===== src/dec_consts.vh =====
`ifndef DEC_CONSTS_VH
`define DEC_CONSTS_VH
// printed offsets (not all multiples of four): kept as indices, byte address = 4 * index
`define DEC_IDX_CTL        12'h048
`define DEC_IDX_STS        12'h04a
`define DEC_IDX_IRQ_STS    12'h060
`define DEC_IDX_IRQ_EN     12'h061
`define DEC_IDX_IRQ_CLR    12'h062
`define DEC_ADDR_W         14
`define DEC_CTL_RESET      16'h0000
`define DEC_STS_RESET      4'h0
`define DEC_CTL_EN_LSB     0
`define DEC_CTL_EN_MSB     3
`define DEC_CTL_PL_LSB     5
`define DEC_CTL_PL_MSB     7
`define DEC_CTL_ETAG_BIT   8
`define DEC_PL_RESET       3'h0
`define DEC_PL_MAX_CODE    3'h4
`define DEC_PL_CAP         3'h4
`define DEC_PL_BASE_BYTES  12'h080
`define DEC_IRQ_W          4
`endif


===== src/dec_ctrl_status.v =====
// Chosen here: the address-and-strobe port.
`timescale 1ns/1ns
`include "dec_consts.vh"

module dec_ctrl_status (
   input  wire                    clk,
   input  wire                    rst_b,
   input  wire [`DEC_ADDR_W-1:0]  addr,
   input  wire [31:0]             wdata,
   input  wire                    wr,
   input  wire                    rd,
   output reg  [31:0]             rdata,
   input  wire                    det_correctable,
   input  wire                    det_nonfatal,
   input  wire                    det_fatal,
   input  wire                    det_unsupported,
   output reg                     msg_correctable,
   output reg                     msg_nonfatal,
   output reg                     msg_fatal,
   output reg                     msg_unsupported,
   output reg  [11:0]             payload_limit_bytes,
   output wire [2:0]              payload_capability,
   output wire                    own_relaxed_order,
   output wire                    own_no_snoop,
   output wire [11:0]             own_max_request_bytes,
   output wire                    irq
);

   reg  [3:0]  report_enable_reg;
   reg  [2:0]  payload_limit_reg;
   reg         extended_tag_enable_reg;
   reg  [3:0]  error_flag_reg;
   reg  [3:0]  error_flag_next;
   reg  [3:0]  irq_sts_reg;
   reg  [3:0]  irq_sts_next;
   reg  [3:0]  irq_en_reg;
   reg  [31:0] rdata_next;
   wire [3:0]  det;
   wire [15:0] ctl_view;
   wire [15:0] sts_view;
   wire        sel_ctl;
   wire        sel_sts;
   wire        sel_isr;
   wire        sel_ien;
   wire        sel_icl;

   // decodes a word-aligned byte address against a register index
   function hit;
      input [`DEC_ADDR_W-1:0] a;
      input [11:0]            idx;
      begin
         hit = (a[`DEC_ADDR_W-1:2] == idx) && (a[1:0] == 2'b00);
      end
   endfunction

   // reserved codes fall back to the smallest size
   function [11:0] pl_bytes;
      input [2:0] code;
      begin
         if (code > `DEC_PL_MAX_CODE)
            pl_bytes = `DEC_PL_BASE_BYTES;
         else
            pl_bytes = `DEC_PL_BASE_BYTES << code;
      end
   endfunction

   assign det     = {det_unsupported, det_fatal, det_nonfatal, det_correctable};
   assign sel_ctl = hit(addr, `DEC_IDX_CTL);
   assign sel_sts = hit(addr, `DEC_IDX_STS);
   assign sel_isr = hit(addr, `DEC_IDX_IRQ_STS);
   assign sel_ien = hit(addr, `DEC_IDX_IRQ_EN);
   assign sel_icl = hit(addr, `DEC_IDX_IRQ_CLR);

   // hardwired bits 4, 9..15 read zero
   assign ctl_view = {7'h00, extended_tag_enable_reg, payload_limit_reg, 1'b0,
                      report_enable_reg};
   // bits 4, 5 and above read zero
   assign sts_view = {12'h000, error_flag_reg};

   assign payload_capability    = `DEC_PL_CAP;
   assign own_relaxed_order     = 1'b0;
   assign own_no_snoop          = 1'b0;
   assign own_max_request_bytes = `DEC_PL_BASE_BYTES;
   assign irq                   = |(irq_sts_reg & irq_en_reg);

   // set wins over a same-cycle write-one clear
   always @*
   begin
      error_flag_next = error_flag_reg;
      if (wr && sel_sts)
         error_flag_next = error_flag_next & ~wdata[`DEC_IRQ_W-1:0];
      error_flag_next = error_flag_next | det;
      irq_sts_next = irq_sts_reg;
      if (wr && sel_icl)
         irq_sts_next = irq_sts_next & ~wdata[`DEC_IRQ_W-1:0];
      irq_sts_next = irq_sts_next | det;
   end

   always @*
   begin
      rdata_next = 32'h0000_0000;
      if (sel_ctl)
         rdata_next = {16'h0000, ctl_view};
      else if (sel_sts)
         rdata_next = {16'h0000, sts_view};
      else if (sel_isr)
         rdata_next = {28'h0000000, irq_sts_reg};
      else if (sel_ien)
         rdata_next = {28'h0000000, irq_en_reg};
   end

   always @(posedge clk or negedge rst_b)
   begin
      if (!rst_b)
      begin
         report_enable_reg       <= `DEC_STS_RESET;
         payload_limit_reg       <= `DEC_PL_RESET;
         extended_tag_enable_reg <= 1'b0;
         error_flag_reg          <= `DEC_STS_RESET;
         irq_sts_reg             <= `DEC_STS_RESET;
         irq_en_reg              <= `DEC_STS_RESET;
         rdata                   <= 32'h0000_0000;
         msg_correctable         <= 1'b0;
         msg_nonfatal            <= 1'b0;
         msg_fatal               <= 1'b0;
         msg_unsupported         <= 1'b0;
         payload_limit_bytes     <= `DEC_PL_BASE_BYTES;
      end
      else
      begin
         if (wr && sel_ctl)
         begin
            report_enable_reg       <= wdata[`DEC_CTL_EN_MSB:`DEC_CTL_EN_LSB];
            payload_limit_reg       <= wdata[`DEC_CTL_PL_MSB:`DEC_CTL_PL_LSB];
            extended_tag_enable_reg <= wdata[`DEC_CTL_ETAG_BIT];
         end
         if (wr && sel_ien)
            irq_en_reg <= wdata[`DEC_IRQ_W-1:0];
         error_flag_reg <= error_flag_next;
         irq_sts_reg    <= irq_sts_next;
         if (rd)
            rdata <= rdata_next;
         else
            rdata <= 32'h0000_0000;
         // one-cycle message request per detection, gated by its enable
         msg_correctable     <= det_correctable & report_enable_reg[0];
         msg_nonfatal        <= det_nonfatal & report_enable_reg[1];
         msg_fatal           <= det_fatal & report_enable_reg[2];
         msg_unsupported     <= det_unsupported & report_enable_reg[3];
         payload_limit_bytes <= pl_bytes(payload_limit_reg);
      end
   end

endmodule // dec_ctrl_status


===== config.mk =====
export PLATFORM = sky130hd
export DESIGN_NAME = dec_ctrl_status
export DESIGN_NICKNAME = d
export VERILOG_FILES = /design/src/dec_ctrl_status.v
export VERILOG_INCLUDE_DIRS = /design/src
export SDC_FILE = /design/constraint.sdc
export NUM_CORES = 1
export LEC_CHECK = 0
export ABC_AREA = 1
export BUFFER_PORTS_ARGS = -buffer_cell sky130_fd_sc_hd__buf_4
export CELL_PAD_IN_SITES_DETAIL_PLACEMENT = 1
export CELL_PAD_IN_SITES_GLOBAL_PLACEMENT = 2
export CORE_ASPECT_RATIO = 0.7
export CORE_MARGIN = 3
export CORE_UTILIZATION = 26
export CTS_BUF_LIST = sky130_fd_sc_hd__clkbuf_4
export DETAILED_ROUTE_END_ITERATION = 16
export GPL_TIMING_DRIVEN = 0
export PLACE_DENSITY_LB_ADDON = 0.05
export SLEW_MARGIN = 20
export SYNTH_ARGS = -nofsm -noshare
export SYNTH_HDL_FRONTEND = slang
export SYNTH_SLANG_ARGS = --single-unit

===== constraint.sdc =====
create_clock -name clk -period 1.8 [get_ports clk]
set_input_delay 0.18 -clock clk [delete_from_list [all_inputs] [get_ports clk]]
set_output_delay 0.18 -clock clk [all_outputs]
set_load 0.02 [all_outputs]

# After elaboration in Yosys (flattened, before gate mapping)
# Cells that the tools add are included.
# classes
muxes,8
n_reduce_logical,11
n_lt_le_gt_ge,1
bitwise_logic,10
eq_ne,5
shift,1
# ops
operator,n
two-way mux 32 bit,2
"== test 12 x 7 -> 1 bit, second input constant",5
two-way mux 4 bit,5
AND 4 bit,3
two-way mux 12 bit,1
"left shift 8 x 3 -> 12 bit, first input constant",1
logical AND 1 bit,9
bitwise OR 4 bit,2
AND 1 bit,4
NOT 4 bit,1
OR reduction 4 bit,1
"greater-than comparator 3 bit, second input constant",1
logical NOT 2 bit,1
# word_totals
output_inout_bits,66
regBits,68
wordCells,48
input_bits,54

# Longest topological paths before layout
# Gate-level depths: netlist of the first run.
# logic_depth
word_depth,7
mapped_depth,10
mapped_depth_nobuf,9

# Worst setup path before layout of the first run
# OpenSTA, ideal clock, no wires.
# synth_path
path_kind,input to register
from,in addr[8]
to,reg report_enable_reg[1]
setup_slack_ns,0.651
stages,10
setup_time_ns,0.118
required_ns,1.682
t_arrival_ns,1.030
path_cell_list,inv_1 > nor2_2 > inv_2 > nor2_4 > nand3b_4 > clkinv_2 > nand2_4 > buf_6 > nand2_2 > o21ai_2
# synth_between
elab_chain_cells,3
# synth_rtl
item,line_no,source
from (decl),dec_ctrl_status.v:8,"input wire [`DEC_ADDR_W-1:0] addr,"
== test 12 x 7 -> 1 bit,dec_ctrl_status.v:52,hit = (a[`DEC_ADDR_W-1:2] == idx) && (a[1:0] == 2'b00);
logical AND 1 bit,dec_ctrl_status.v:52,
logical AND 1 bit,dec_ctrl_status.v:131,if (wr && sel_ctl)
to (signal assigned),dec_ctrl_status.v:116,report_enable_reg <= `DEC_STS_RESET;
to (signal assigned),dec_ctrl_status.v:133,report_enable_reg <= wdata[`DEC_CTL_EN_MSB:`DEC_CTL_EN_LSB];
to (decl),dec_ctrl_status.v:29,reg [3:0] report_enable_reg;
# No other way between the ends.
# A chain may end at the register's enable or synchronous reset.

# Worst setup path after layout of the first run
# layout_path
from,reg irq_sts_reg[2]
to,out irq
# layout_between
elab_chain_cells,2
# layout_rtl
item,line_no,source
from (decl),dec_ctrl_status.v:34,reg [3:0] irq_sts_reg;
from (signal assigned),dec_ctrl_status.v:120,irq_sts_reg <= `DEC_STS_RESET;
from (signal assigned),dec_ctrl_status.v:140,irq_sts_reg <= irq_sts_next;
AND 4 bit,dec_ctrl_status.v:84,assign irq = |(irq_sts_reg & irq_en_reg);
OR reduction 4 bit,dec_ctrl_status.v:84,
to (decl),dec_ctrl_status.v:26,output wire irq
# No other way between the ends.

==> results.md, run 1 <==
- The die covers 9350 sq um.
- Summing every instance area after synthesis gives about 2100 sq um.
- The async set or reset register ratio after synthesis is 1.00.
- Detailed placement ended at an HPWL of approximately 4500 um.
- 0 antenna diodes ended up in the layout.
- The standard cell with the maximum stage delay on the critical path is dfrtp_1.
- The number of antenna violations at the first check in global routing was 0.
- The total via count in the routed design is around 1.7k.
- The complex-gate fraction of the synthesized area is 0.0633.
- In the routed layout, each cell is associated on average with a via count of 3.79.
- The combined flip-flop and latch cell area is 927 sq um.
- No sink is reached through more buffers than the 2 on the longest clock path.
- The via count of the first global-routing pass was about 1.8k.
- The signal on the critical path passes through nand2_1 -> nand4_1 -> buf_4.
- The fraction of the cycle the final worst path needs is 0.742.
- The share of the Yosys chip area taken by registers is 0.434.
- The number of buffers and inverters on the critical path is 1.
- The number of flip-flops under the largest register name is 8.
- Among all flip-flop cells after synthesis, the most frequent one is dfrtp_1.
- Of the post-synthesis cell area, the dominant cell type holds 0.422.
- The simple-gate share of the synthesized area is 0.238.
- Summing all multi-input logic gate instances after layout gives 848 sq um.
- The commonest cells after synthesis are nand2_1 (55), buf_4 (49), dfrtp_1 (36).
- Summing internal, switching and leakage power gives about 1600 uW.
- The first global-routing pass estimated between 8000 and 9000 um of wire.
- The largest registers in the layout are rdata (8), payload_limit_bytes (5).
- In this design, the largest share of critical-path delay is due to flip-flops.
- After synthesis, the share of cell area in mux cells is 0.
- In this run the remaining antenna-violating nets after routing total 0.
- The net total in the final layout is approximately 420.
- The number of slew-limit violations in the final report is 0.
- Based on the critical path, the design can be clocked at up to around 750 MHz.
- The final clock skew is 0.0131 ns.
- The number of I/O pins is 120.
- The largest fanout of any net on the critical path is 3.
- The worst setup path is of the reg -> out kind.
- The most common cell in the synthesized netlist is nand2_1.
- Measured on the finished design, the core utilization comes to 0.373.
- The total number of placement rows is 26.
- The setup total negative slack is 0 ns.
- In the final layout, the share of cells above drive strength 1 is 0.348.
- The synthesized design contains 37 register bits.
- The Yosys warning count is 0.
- The placed instance area is approximately 2800 sq um.
- The reported leakage power is approximately 0.0016 uW.
- The area growth from synthesis to layout is 33.1%.
- The cell sitting at the root of the clock tree is a clkbuf_4.
- The number of levels the H-tree was split into is 2.
- STA puts the critical path data required time at between 1.5 and 2 ns.
- Clock-pin slew was measured on the worst setup and hold paths at approximately 0.12 ns.
- The die span in y is between 80 and 90 um.
- The number of clock buffers added by TritonCTS is 5.
- The clock latency of the later-clocked register in the worst-skew pair is 0.34 ns.
- For this design, the sink count on the clock tree is 37.
- STA classifies the critical path endpoint as a primary output.
- Sorting the synthesized cells by area gives the leading types as dfrtp_1 (42%), buf_4 (17%), nand2_1 (9.7%).
- Post-CTS repair changed the size of 0 cells.
- The number of hold violations in the final report was 0.
- The final non-filler cell area is between 2000 and 3000 sq um.
- The arrival time of the worst setup path is between 1 and 1.5 ns.
- The total congestion overflow after global routing is 0.
- The layout has 946 filler cells.
- The post-detailed-routing wire length is roughly 5400 um.
- The combinational family with the most area after synthesis is buffers and inverters.
- Of the total synthesized cell area, the portion taken by full adders, half adders and majority gates is 0.0117.
- rdata holds more flip-flops than any other register.
- The kind of start point of the critical path is a register.
- The number of DRC violations after detailed routing is 0.
- The number of endpoints failing setup at the final stage is 0.
- The number of enable flip-flop cells after synthesis is 0.
- The count of max-cap constraint violations is 0.
- Buffers placed on the I/O ports in this run total 46.
- After technology mapping, the gate count stands at between 200 and 300.
- The xor/xnor cell area share of the yosys netlist is 0.
- The smallest clock period supported by the final layout is computed as about 1.3 ns.
- The ratio of total power to cell area is 553 nW/um^2.
- The flow ran to the end, and the final reports show no timing, DRC or antenna violations.
- Measured along the x axis, the die boundary spans between 100 and 150 um.
- For this run, the total global-route usage over all layers was measured as 0.122.
- The worst stage delay on the critical path is 0.43 ns.
- The clock tree from TritonCTS is done.
- The average routed wire per standard cell is between 10 and 15 um.
- Setup repair after global routing left no endpoint under its margin.
- The pre-antenna-repair detailed-routing pass consisted of 4 iterations.
- The initial utilization of the core area, before any placement, comes to 0.280.
- The worst ir drop on vdd is around 0.25 mV.
- The worst hold path class is in -> reg.
- The number of unique standard cell types used by synthesis is 27.
- The worst reg-to-reg setup slack is about 0.7 ns.
- Entering global routing, the biggest net connects 38 pins.
- The number of DRC markers after the initial detailed-route iteration is 41.
- Of all cell types, the one taking the most synthesized area is dfrtp_1.
- The final RePlAce weighted congestion is a little over 0.8.
- The synthesized area divided by synthesized cell count is ~8.2 sq um.
- The placeable core area is 7610 sq um.
## cell families after synthesis
| logic type | Yosys count |
|---|---|
| other | 2 |
| DFF | 37 |
| and+or+nand+nor | 106 |
| AOI/OAI and AO/OA | 24 |
| adders and majority gates | 2 |
| buffers and inverters | 90 |
## per-stage QoR
stage | cells | hold slack, ns | setup slack, ns
6_report | 460 | 0.0329 | 0.464
3_3_place_gp | 451 | 0.175 | 0.386
3_5_place_dp | 451 | 0.180 | 0.361
5_1_grt | 460 | 0.0354 | 0.353
2_1_floorplan | 307 | -0.116 | 0.651
4_1_cts | 460 | 0.0136 | 0.422
## metal layers
layer,track usage,vias to the layer above,share of wire
li1,-,907,-
met1,0.180,771,0.50
met2,0.178,64,0.42
met3,0.0353,2,0.082
met4,0.0214,0,0.0035
met5,0,-,0
## cells in the final DEF, fill, tap and decap left out, drive strengths merged
master       Yosys  routed
nor3b            1       1
nand3b           1       1
conb             2      48
dlygate4sd3      0       1
clkinv           1       3
dfstp            1       1
o21ai           20      20
dfrtp           36      36
buf             50      96
inv             38      38
a21oi            4       4
nand3           14      14
nor4             2       2
clkbuf           1       7
ha               2       2
nor2            20      20
nand2           59      59
nor3             2       2
or2              1       1
nand4            6       6
## where the power goes
group	internal, uW	total, uW	switching, uW	leakage, uW
clock network	164	452	288	0.0000354
registers	832	832	0.448	0.000472
logic	122	287	165	0.00114
total	1120	1570	454	0.00165
## final cells by class
cell class,instances,share of cell area
Tap cell,98,0.0432
Timing Repair Buffer,47,0.125
Clock buffer,6,0.0159
Clock inverter,2,0.00352
Inverter,39,0.0520
Buffer,51,0.135
Sequential cell,37,0.326
Multi-Input combinational cell,180,0.299
## timing repair
action                                 in CTS  in global routing
endpoints found under the hold margin      36                  0
setup buffers                               0                  0
hold buffers                                1                  0
## worst register-to-register path, stage by stage (launching register included)
cell	delay, ns
dfrtp_1	0.43
nor2_1	0.16
inv_1	0.06
ha_1	0.19
nor4_1	0.17
## final timing paths
check	depth (start not counted)	to	from
max in group asynchronous	2	payload_limit_bytes[7]	rst_b
min in group asynchronous	2	rdata[6]	rst_b
worst min-delay path	3	msg_nonfatal	det_nonfatal
worst min register to register	2	extended_tag_enable_reg	extended_tag_enable_reg
worst max-delay path	3	irq	irq_sts_reg[2]
worst max register to register	4	payload_limit_bytes[8]	payload_limit_reg[1]
Note: power is estimated with default switching activity, not from simulation.
==> inputs of run 2 (changes only) <==
--- a/config.mk
+++ b/config.mk
@@ -6,7 +6,7 @@
 export SDC_FILE = /design/constraint.sdc
 export NUM_CORES = 1
 export LEC_CHECK = 0
-export ABC_AREA = 1
+export ABC_AREA = 0
 export BUFFER_PORTS_ARGS = -buffer_cell sky130_fd_sc_hd__buf_4
 export CELL_PAD_IN_SITES_DETAIL_PLACEMENT = 1
 export CELL_PAD_IN_SITES_GLOBAL_PLACEMENT = 2
==> constraint.sdc (replaced) <==
create_clock -name clk -period 1.4 [get_ports clk]
set_input_delay 0.14 -clock clk [delete_from_list [all_inputs] [get_ports clk]]
set_output_delay 0.14 -clock clk [all_outputs]
set_load 0.02 [all_outputs]
==> results.md, run 2 <==
- The met1 track demand over resource is 0.166 (-0.0136).
- The worst ir drop on vdd was 0.286 mV (+14%).
- The average routed wire per standard cell is 13.1 um (+12%).
- The number of endpoints failing setup at the final stage came to 0 (unchanged).
- At the pin with the least slew margin, the transition time is 0.557 ns.
- The logic gate share of total power is 0.188 (+0.005).
- STA classifies the critical path endpoint as a primary output.
- The synthesized area divided by synthesized cell count is 11.7 sq um (+43%).
- The number of unique standard cell types used by synthesis is 36 (+33%).
- In the layout the commonest cells are buf_4 (95), conb_1 (48), dfrtp_1 (36).
- The placed instance area is 2690 sq um (-3.0%).
- The global router's overall resource usage is 0.115 (-0.00702).
- The worst-case headroom to the max-slew limit is 0.627.
- The sequential cell fraction of total power was 0.529 (about the same).
- The complex-gate fraction of the synthesized area is 0.0870 (+0.0237).
- The number of I/O pins was 120 (unchanged).
- The portion of netlist area occupied by mux cells came to 0.0808 (+0.0808).
- The net total in the final layout is 337 (-19%).
- The number of inserted diodes was 0 (unchanged).
- The ratio of total power to cell area came to 717 nW/um^2 (+30%).
- The fraction of the mapped netlist area in adder cells is 0.0122 (+0.000524).
- The simple-gate share of the synthesized area is 0.175 (-0.0635).
- The placeable core area is 7450 sq um (-2.1%).
- The count of input and output buffers came to 47 (+2.2%).
- The number of slew-limit violations in the final report is 0 (unchanged).
- The category of the critical setup timing path is reg -> out.
- The final RePlAce weighted congestion is 0.769 (-4.6%).
- The worst reg2reg path depth was 3 (-1).
- The arrival time of the worst setup path was 1.20 ns (+0.04 ns).
- The post-placement cell count is 366 (-19%).
- In the synthesized netlist, the cells that appear most often are buf_4 (48), dfrtp_1 (36), nand3_1 (9).
- The end point of the critical path is irq.
- The min-delay analysis places its worst path in the category in -> reg.
- The wire length of the first global-routing pass is 8080 um (-9.5%).
- The worst register-to-register path begins at payload_limit_reg[1].
- The number of flip-flops under the largest register name was 8 (unchanged).
- The Yosys warning count is 0 (unchanged).
- The async set or reset register ratio after synthesis was 1.00 (unchanged).
- The number of antenna violations at the first check in global routing is 0 (unchanged).
- The number of levels the H-tree was split into is 2 (unchanged).
- In this run the most used layer during global routing was met1.
- The number of enable flip-flop cells after synthesis was 0 (unchanged).
- The total setup buffers inserted after CTS is 0 (unchanged).
- The first-pass detailed-route iteration total came to 4 (unchanged).
- The maximum number of pins on one net before global-route repair is 38 (unchanged).
- The total number of placement rows is 26 (unchanged).
- The clock latency of the later-clocked register in the worst-skew pair was 0.34 ns (about the same).
- The number of instances in the synthesized netlist was 175 (-33%).
- The cell taking the most area after synthesis is dfrtp_1.
- The clock share of power is 0.283 (-0.005).
- The total congestion overflow after global routing was 0 (unchanged).
- The kind of start point of the critical path is a register.
- The share of total power consumed by net switching is 0.294 (+0.00561).
- The post-layout total power was 2020 uW (+29%).
- The largest registers in the layout are rdata (8), payload_limit_bytes (5).
- The number of hold violations in the final report was 0 (unchanged).
- The non-filler instance count after layout is 380 (-17%).
- The cell sitting at the root of the clock tree is a clkbuf_4.
- The number of synthesized register bits is 37 (unchanged).
- The worst-case hold slack is 0.0299 ns (-0.00306 ns).
- The maximum count of clock buffers along a single path is 2 (unchanged).
- The combinational family with the most area after synthesis is buffers and inverters.
- The number of DRC markers after the initial detailed-route iteration is 33 (-20%).
- The largest fanout of any net on the critical path is 3 (unchanged).
- The area share of the largest cell type after synthesis came to 0.441 (+0.0189).
- Ranked by flip-flop count, first place goes to rdata.
- The most common cell after layout, fill and taps aside is buf_4.
- The endpoint identified for the worst register-to-register timing path is payload_limit_bytes[9].
- The via count of the first global-routing pass is 1541 (-12%).
- The count of nets left with antenna violations after detail routing is 0 (unchanged).
- The post-detailed-routing wire length is 4970 um (-7.4%).
- The final clock skew came to 0.0130 ns (-0.000107 ns).
- The data required time at the worst endpoint came to 1.26 ns (-0.36 ns).
- Tracing the worst setup path back leads to its startpoint at irq_sts_reg[0].
- The routing usage on met3 is 0.0354 (+0.0000455).
- The main flop type after synthesis is dfrtp_1.
- The most common cell in the synthesized netlist is buf_4.
- The effective utilization at floorplan is 0.274 (-0.00614).
- The worst reg-to-reg setup slack came to 0.08 ns (-0.62 ns).
- The fraction of the cycle the final worst path needs is 0.955.
- The total via count in the routed design was 1526 (-13%).
- The power dissipated by switching net loads is 595 uW (+31%).
- The reported leakage power is 0.00149 uW (-9.5%).
- The mapped cell area was 2040 sq um (-4.3%).
- The count of max-cap constraint violations is 0 (unchanged).
- The die span in y was 80.2 um (-2.0%).
- The internal power component is 1430 uW (+28%).
- By area the synthesized netlist is led by dfrtp_1 (44%), buf_4 (18%), mux2_4 (5.9%).
- The per-cell via count in the routed design was 4.02 (+5.9%).
- The area of the die is 8980 sq um (-4.0%).
- The number of DRC violations after detailed routing came to 0 (unchanged).
- The final non-filler cell area was 2820 sq um (-0.62%).
- The minimum clock period after layout is between 1 and 1.5 ns.
- The share of cells above drive strength 1 came to 0.472 (+0.124).
- The met2 demand-to-capacity share in global routing is 0.166 (-0.0125).
- The synthesis-to-layout area growth is 38.2%.
- The number of clock buffers inserted by TritonCTS is 5 (unchanged).
- The maximum operating frequency is between 700 and 800 MHz.
- The CTS sink count is 37 (unchanged).
- The xor/xnor cell area share of the yosys netlist was 0 (unchanged).
- The total half-perimeter wirelength after legalization and detailed placement is 3870 um (-14%).
- The clock tree from TritonCTS is done.
- The sequential area share after synthesis is 0.454 (+0.0194).
- Setup repair after global routing could not meet its margin everywhere.
- The die width is 112 um (-2.0%).
- The flow ran to the end, and the final reports show no timing, DRC or antenna violations.
- The clock slew seen by the registers of the worst setup and hold paths is 0.13 ns (about the same).
==> run 2: worst min-delay path by stage <==
stage,slack (ns),depth (start not counted),endpoint,start
floorplan,-0.16,0,error_flag_reg[0],rst_b
global placement,0.15,1,rdata[0],rst_b
detailed placement,0.15,1,irq_en_reg[3],rst_b
CTS,0.01,2,payload_limit_reg[0],wdata[5]
global route,0.0004,2,payload_limit_reg[2],wdata[7]
finish,0.03,2,payload_limit_reg[0],wdata[5]
==> run 2: kinds of logic (layout without fill, tap and decap cells) <==
family,Yosys count,in the layout
adder cells (fa/ha/maj),2,2
AO/OA/AOI/OAI,22,22
AND/OR/NAND/NOR,46,46
flip-flops,37,37
other,2,48
multiplexers,12,12
buffers and inverters,54,115
==> run 2: area by class of cell <==
class / count / area, sq um
Inverter: 5 / 18.8
Sequential cell: 37 / 927
Tap cell: 98 / 123
Clock buffer: 5 / 37.5
Clock inverter: 3 / 17.5
Timing Repair Buffer: 53 / 413
Buffer: 49 / 365
Multi-Input combinational cell: 130 / 921
Fill cell: 844 / 4630
==> run 2: power groups by stage <==
stage,Clock (uW),Combinational [uW],Sequential [uW]
CTS,600,371,1070
global route,672,415,1070
floorplan,0,238,1090
global placement,0,358,1090
finish,572,380,1070
detailed placement,0,359,1090
==> run 2: critical path, cell delays in order (launching register included) <==
cell and delay (ns):
dfrtp_1 0.43, a22oi_1 0.18, nand2_1 0.08, buf_4 0.16
==> run 2: metal layers <==
| layer | share of wire | vias up |
|---|---|---|
| li1 | - | 730 |
| met1 | 0.50 | 730 |
| met2 | 0.42 | 64 |
| met3 | 0.069 | 2 |
| met4 | 0.0062 | 0 |
| met5 | 0 | - |
==> run 2: through the flow <==
step | utilization | setup TNS (ns) | setup slack, ns
after detailed placement | 0.361 | -4.70 | -0.273
after CTS | 0.375 | 0 | 0.00445
after global routing | 0.379 | -0.0269 | -0.0269
final | 0.379 | 0 | 0.0633
after global placement | 0.361 | -3.67 | -0.230
after floorplan | - | 0 | 0.111
==> run 2: what timing repair did <==
item | in CTS | in global routing
gates resized for setup | 0 | 3
endpoints found under the hold margin | 44 | 1
hold buffers | 5 | 1
endpoints found under the setup margin | 0 | 4
==> inputs of run 3 (changes only) <==
--- a/config.mk
+++ b/config.mk
@@ -7,10 +7,10 @@
 export NUM_CORES = 1
 export LEC_CHECK = 0
 export ABC_AREA = 0
-export BUFFER_PORTS_ARGS = -buffer_cell sky130_fd_sc_hd__buf_4
+export BUFFER_PORTS_ARGS = -buffer_cell sky130_fd_sc_hd__clkbuf_2
 export CELL_PAD_IN_SITES_DETAIL_PLACEMENT = 1
 export CELL_PAD_IN_SITES_GLOBAL_PLACEMENT = 2
-export CORE_ASPECT_RATIO = 0.7
+export CORE_ASPECT_RATIO = 0.8
 export CORE_MARGIN = 3
 export CORE_UTILIZATION = 26
 export CTS_BUF_LIST = sky130_fd_sc_hd__clkbuf_4
==> results.md, run 3 (synthesis results as in run 2) <==
- The run finished with clean final reports.
- The count of nets left with antenna violations after detail routing is 0 (unchanged).
- The maximum count of clock buffers along a single path is 2 (unchanged).
- The via count of the first global-routing pass is 1565 (+1.6%).
- The fraction of the cycle the final worst path needs came to 0.974 (+0.0193).
- The minimum clock period after layout is 1.36 ns (+0.0270 ns).
- The clock slew seen by the registers of the worst setup and hold paths is 0.12 ns (about the same).
- The path class of the tightest hold or removal check is in -> reg.
- The die span in y is 85.3 um (+6.4%).
- The worst setup path is of the reg -> out kind.
- The average routed wire per standard cell is 12.9 um (-1.5%).
- The number of levels the H-tree was split into is 2 (unchanged).
- The worst stage delay on the critical path is 0.42 ns (about the same).
- The worst ir drop on vdd was 0.270 mV (-5.4%).
- The data required time at the worst endpoint was 1.26 ns (about the same).
- The tree is rooted in a clkbuf_4.
- The final clock skew was 0.0108 ns (-0.00216 ns).
- The total congestion overflow after global routing is 0 (unchanged).
- The slew at the pin closest to its max-slew limit is 0.846 ns (+0.289 ns).
- The most common cell after layout, fill and taps aside is buf_4.
- The effective utilization at floorplan is 0.273 (-0.00174).
- The number of flip-flops under the largest register name is 8 (unchanged).
- More flip-flops sit in one register than any other, and that register is rdata.
- The count of max-cap constraint violations is 0 (unchanged).
- The final non-filler cell area is 2710 sq um (-3.9%).
- The total via count in the routed design is 1497 (-1.9%).
- From synthesis to final layout, the design area changed by 32.7%.
- In this design, the largest share of critical-path delay is due to flip-flops.
- The number of DRC violations after detailed routing is 0 (unchanged).
- The maximum operating frequency is 733 MHz (-2.0%).
- TritonCTS built the clock tree.
- The global router's overall resource usage is 0.113 (-0.00231).
- The fill cell total of the finished layout is 905 (+7.2%).
- The clock latency of the later-clocked register in the worst-skew pair came to 0.35 ns (about the same).
- In the final layout, the registers with the most flip-flops are rdata (8), payload_limit_bytes (5).
- The placeable core area is 7500 sq um (+0.64%).
- The placed instance area is 2580 sq um (-4.0%).
- The number of buffers and inverters on the critical path is 1 (unchanged).
- The reported leakage power is 0.00145 uW (-2.7%).
- The ratio of total power to cell area is 742 nW/um^2 (+3.6%).
- The net total in the final layout is 335 (-0.59%).
- Setup repair after global routing could not meet its margin everywhere.
- The number of I/O pins is 120 (unchanged).
- The per-cell via count in the routed design was 3.89 (-3.2%).
- The number of hold violations in the final report is 0 (unchanged).
- The worst-case headroom to the max-slew limit is 0.436 (-0.192).
- The post-detailed-routing wire length is 4960 um (-0.16%).
- The largest fanout of any net on the critical path was 2 (-1).
- The number of antenna violations at the first check in global routing is 0 (unchanged).
- The kind of start point of the critical path is a register.
- The number of slew-limit violations in the final report came to 0 (unchanged).
- The slowest stage of the critical path is the dfrtp_1 cell.
- The total number of placement rows is 28 (+7.7%).
- The final RePlAce weighted congestion is 0.759 (-1.3%).
- The arrival time of the worst setup path is 1.22 ns (+0.02 ns).
- The number of DRC markers after the initial detailed-route iteration is 53 (+61%).
- The first-pass detailed-route iteration total is 4 (unchanged).
- The die width was 105 um (-6.1%).
- The count of input and output buffers was 47 (unchanged).
- The number of endpoints failing setup at the final stage is 0 (unchanged).
- The library cells used most frequently in the layout, excluding fill and tap cells, are buf_4 (49), conb_1 (48), clkbuf_2 (45).
- The number of clock buffers inserted by TritonCTS is 5 (unchanged).
- The share of cells above drive strength 1 is 0.493 (+0.0212).
- The maximum number of pins on one net before global-route repair is 38 (unchanged).
- The worst slack at placement was -0.224 ns (+0.0497 ns).
- The smallest setup slack after layout is 0.0363 ns (-0.0270 ns).
- The number of inserted diodes is 0 (unchanged).
- Walking the worst path, the cells encountered are a22oi_2 -> nand2_2 -> buf_6.
- The CTS sink count is 37 (unchanged).
- The area of the die came to 8960 sq um (-0.12%).
- The wire length of the first global-routing pass is 7870 um (-2.6%).
- The endpoint type of the worst setup path is a primary output.
- The total half-perimeter wirelength after legalization and detailed placement came to 3860 um (-0.13%).
==> run 3: metrics by stage <==
stage                util  hold slack, ns  setup TNS, ns  total power, uW  std cells
floorplan               -          -0.156              0             1330        221
global placement    0.344           0.347          -3.46             1420        373
detailed placement  0.344           0.353          -3.31             1420        373
CTS                 0.358         0.00147              0             2040        385
global route        0.362         0.00121        -0.0311             2130        385
finish              0.362         0.00715              0             2010        385
==> run 3: final cells by class <==
class                   count  area, sq um  area share
plain buffers              49          365       0.135
repair buffers             51          279       0.103
clock buffers               7         52.6      0.0194
well taps                 105          131      0.0485
flip-flops and latches     37          928       0.342
inverters                   5         18.8     0.00692
multi-input cells         130          932       0.344
clock inverters             1         3.75     0.00138
==> run 3: final timing paths <==
check / end / startpoint / cells after the start / slack [ns]
worst max register to register: payload_limit_bytes[9] / payload_limit_reg[1] / 3 / 0.12
worst min-delay path: error_flag_reg[3] / det_unsupported / 2 / 0.007
min in group asynchronous: msg_unsupported / rst_b / 2 / 0.43
worst min register to register: error_flag_reg[2] / error_flag_reg[2] / 1 / 0.50
max in group asynchronous: payload_limit_reg[1] / rst_b / 2 / 0.39
worst max-delay path: irq / irq_en_reg[3] / 3 / 0.04
==> run 3: repair_timing <==
| action | 4_1_cts | 5_1_grt |
|---|---|---|
| buffers inserted | 1 | 0 |
| gates resized for setup | 1 | 9 |
| endpoints found under the hold margin | 39 | 0 |
| endpoints found under the setup margin | 1 | 3 |
| hold buffers | 3 | 0 |
| cloned | 0 | 0 |
==> run 3: report_power, final <==
part           switching, uW  internal (uW)
logic                    208            138
clock network            364            232
registers              0.543           1070
==> run 3: layer usage <==
layer  part of all wire  up-vias  GRT usage
met2               0.45       60      0.172
met5                  0        -          0
li1                   -      726          -
met4              0.015        0     0.0358
met3              0.058        8     0.0304
met1               0.48      703      0.155
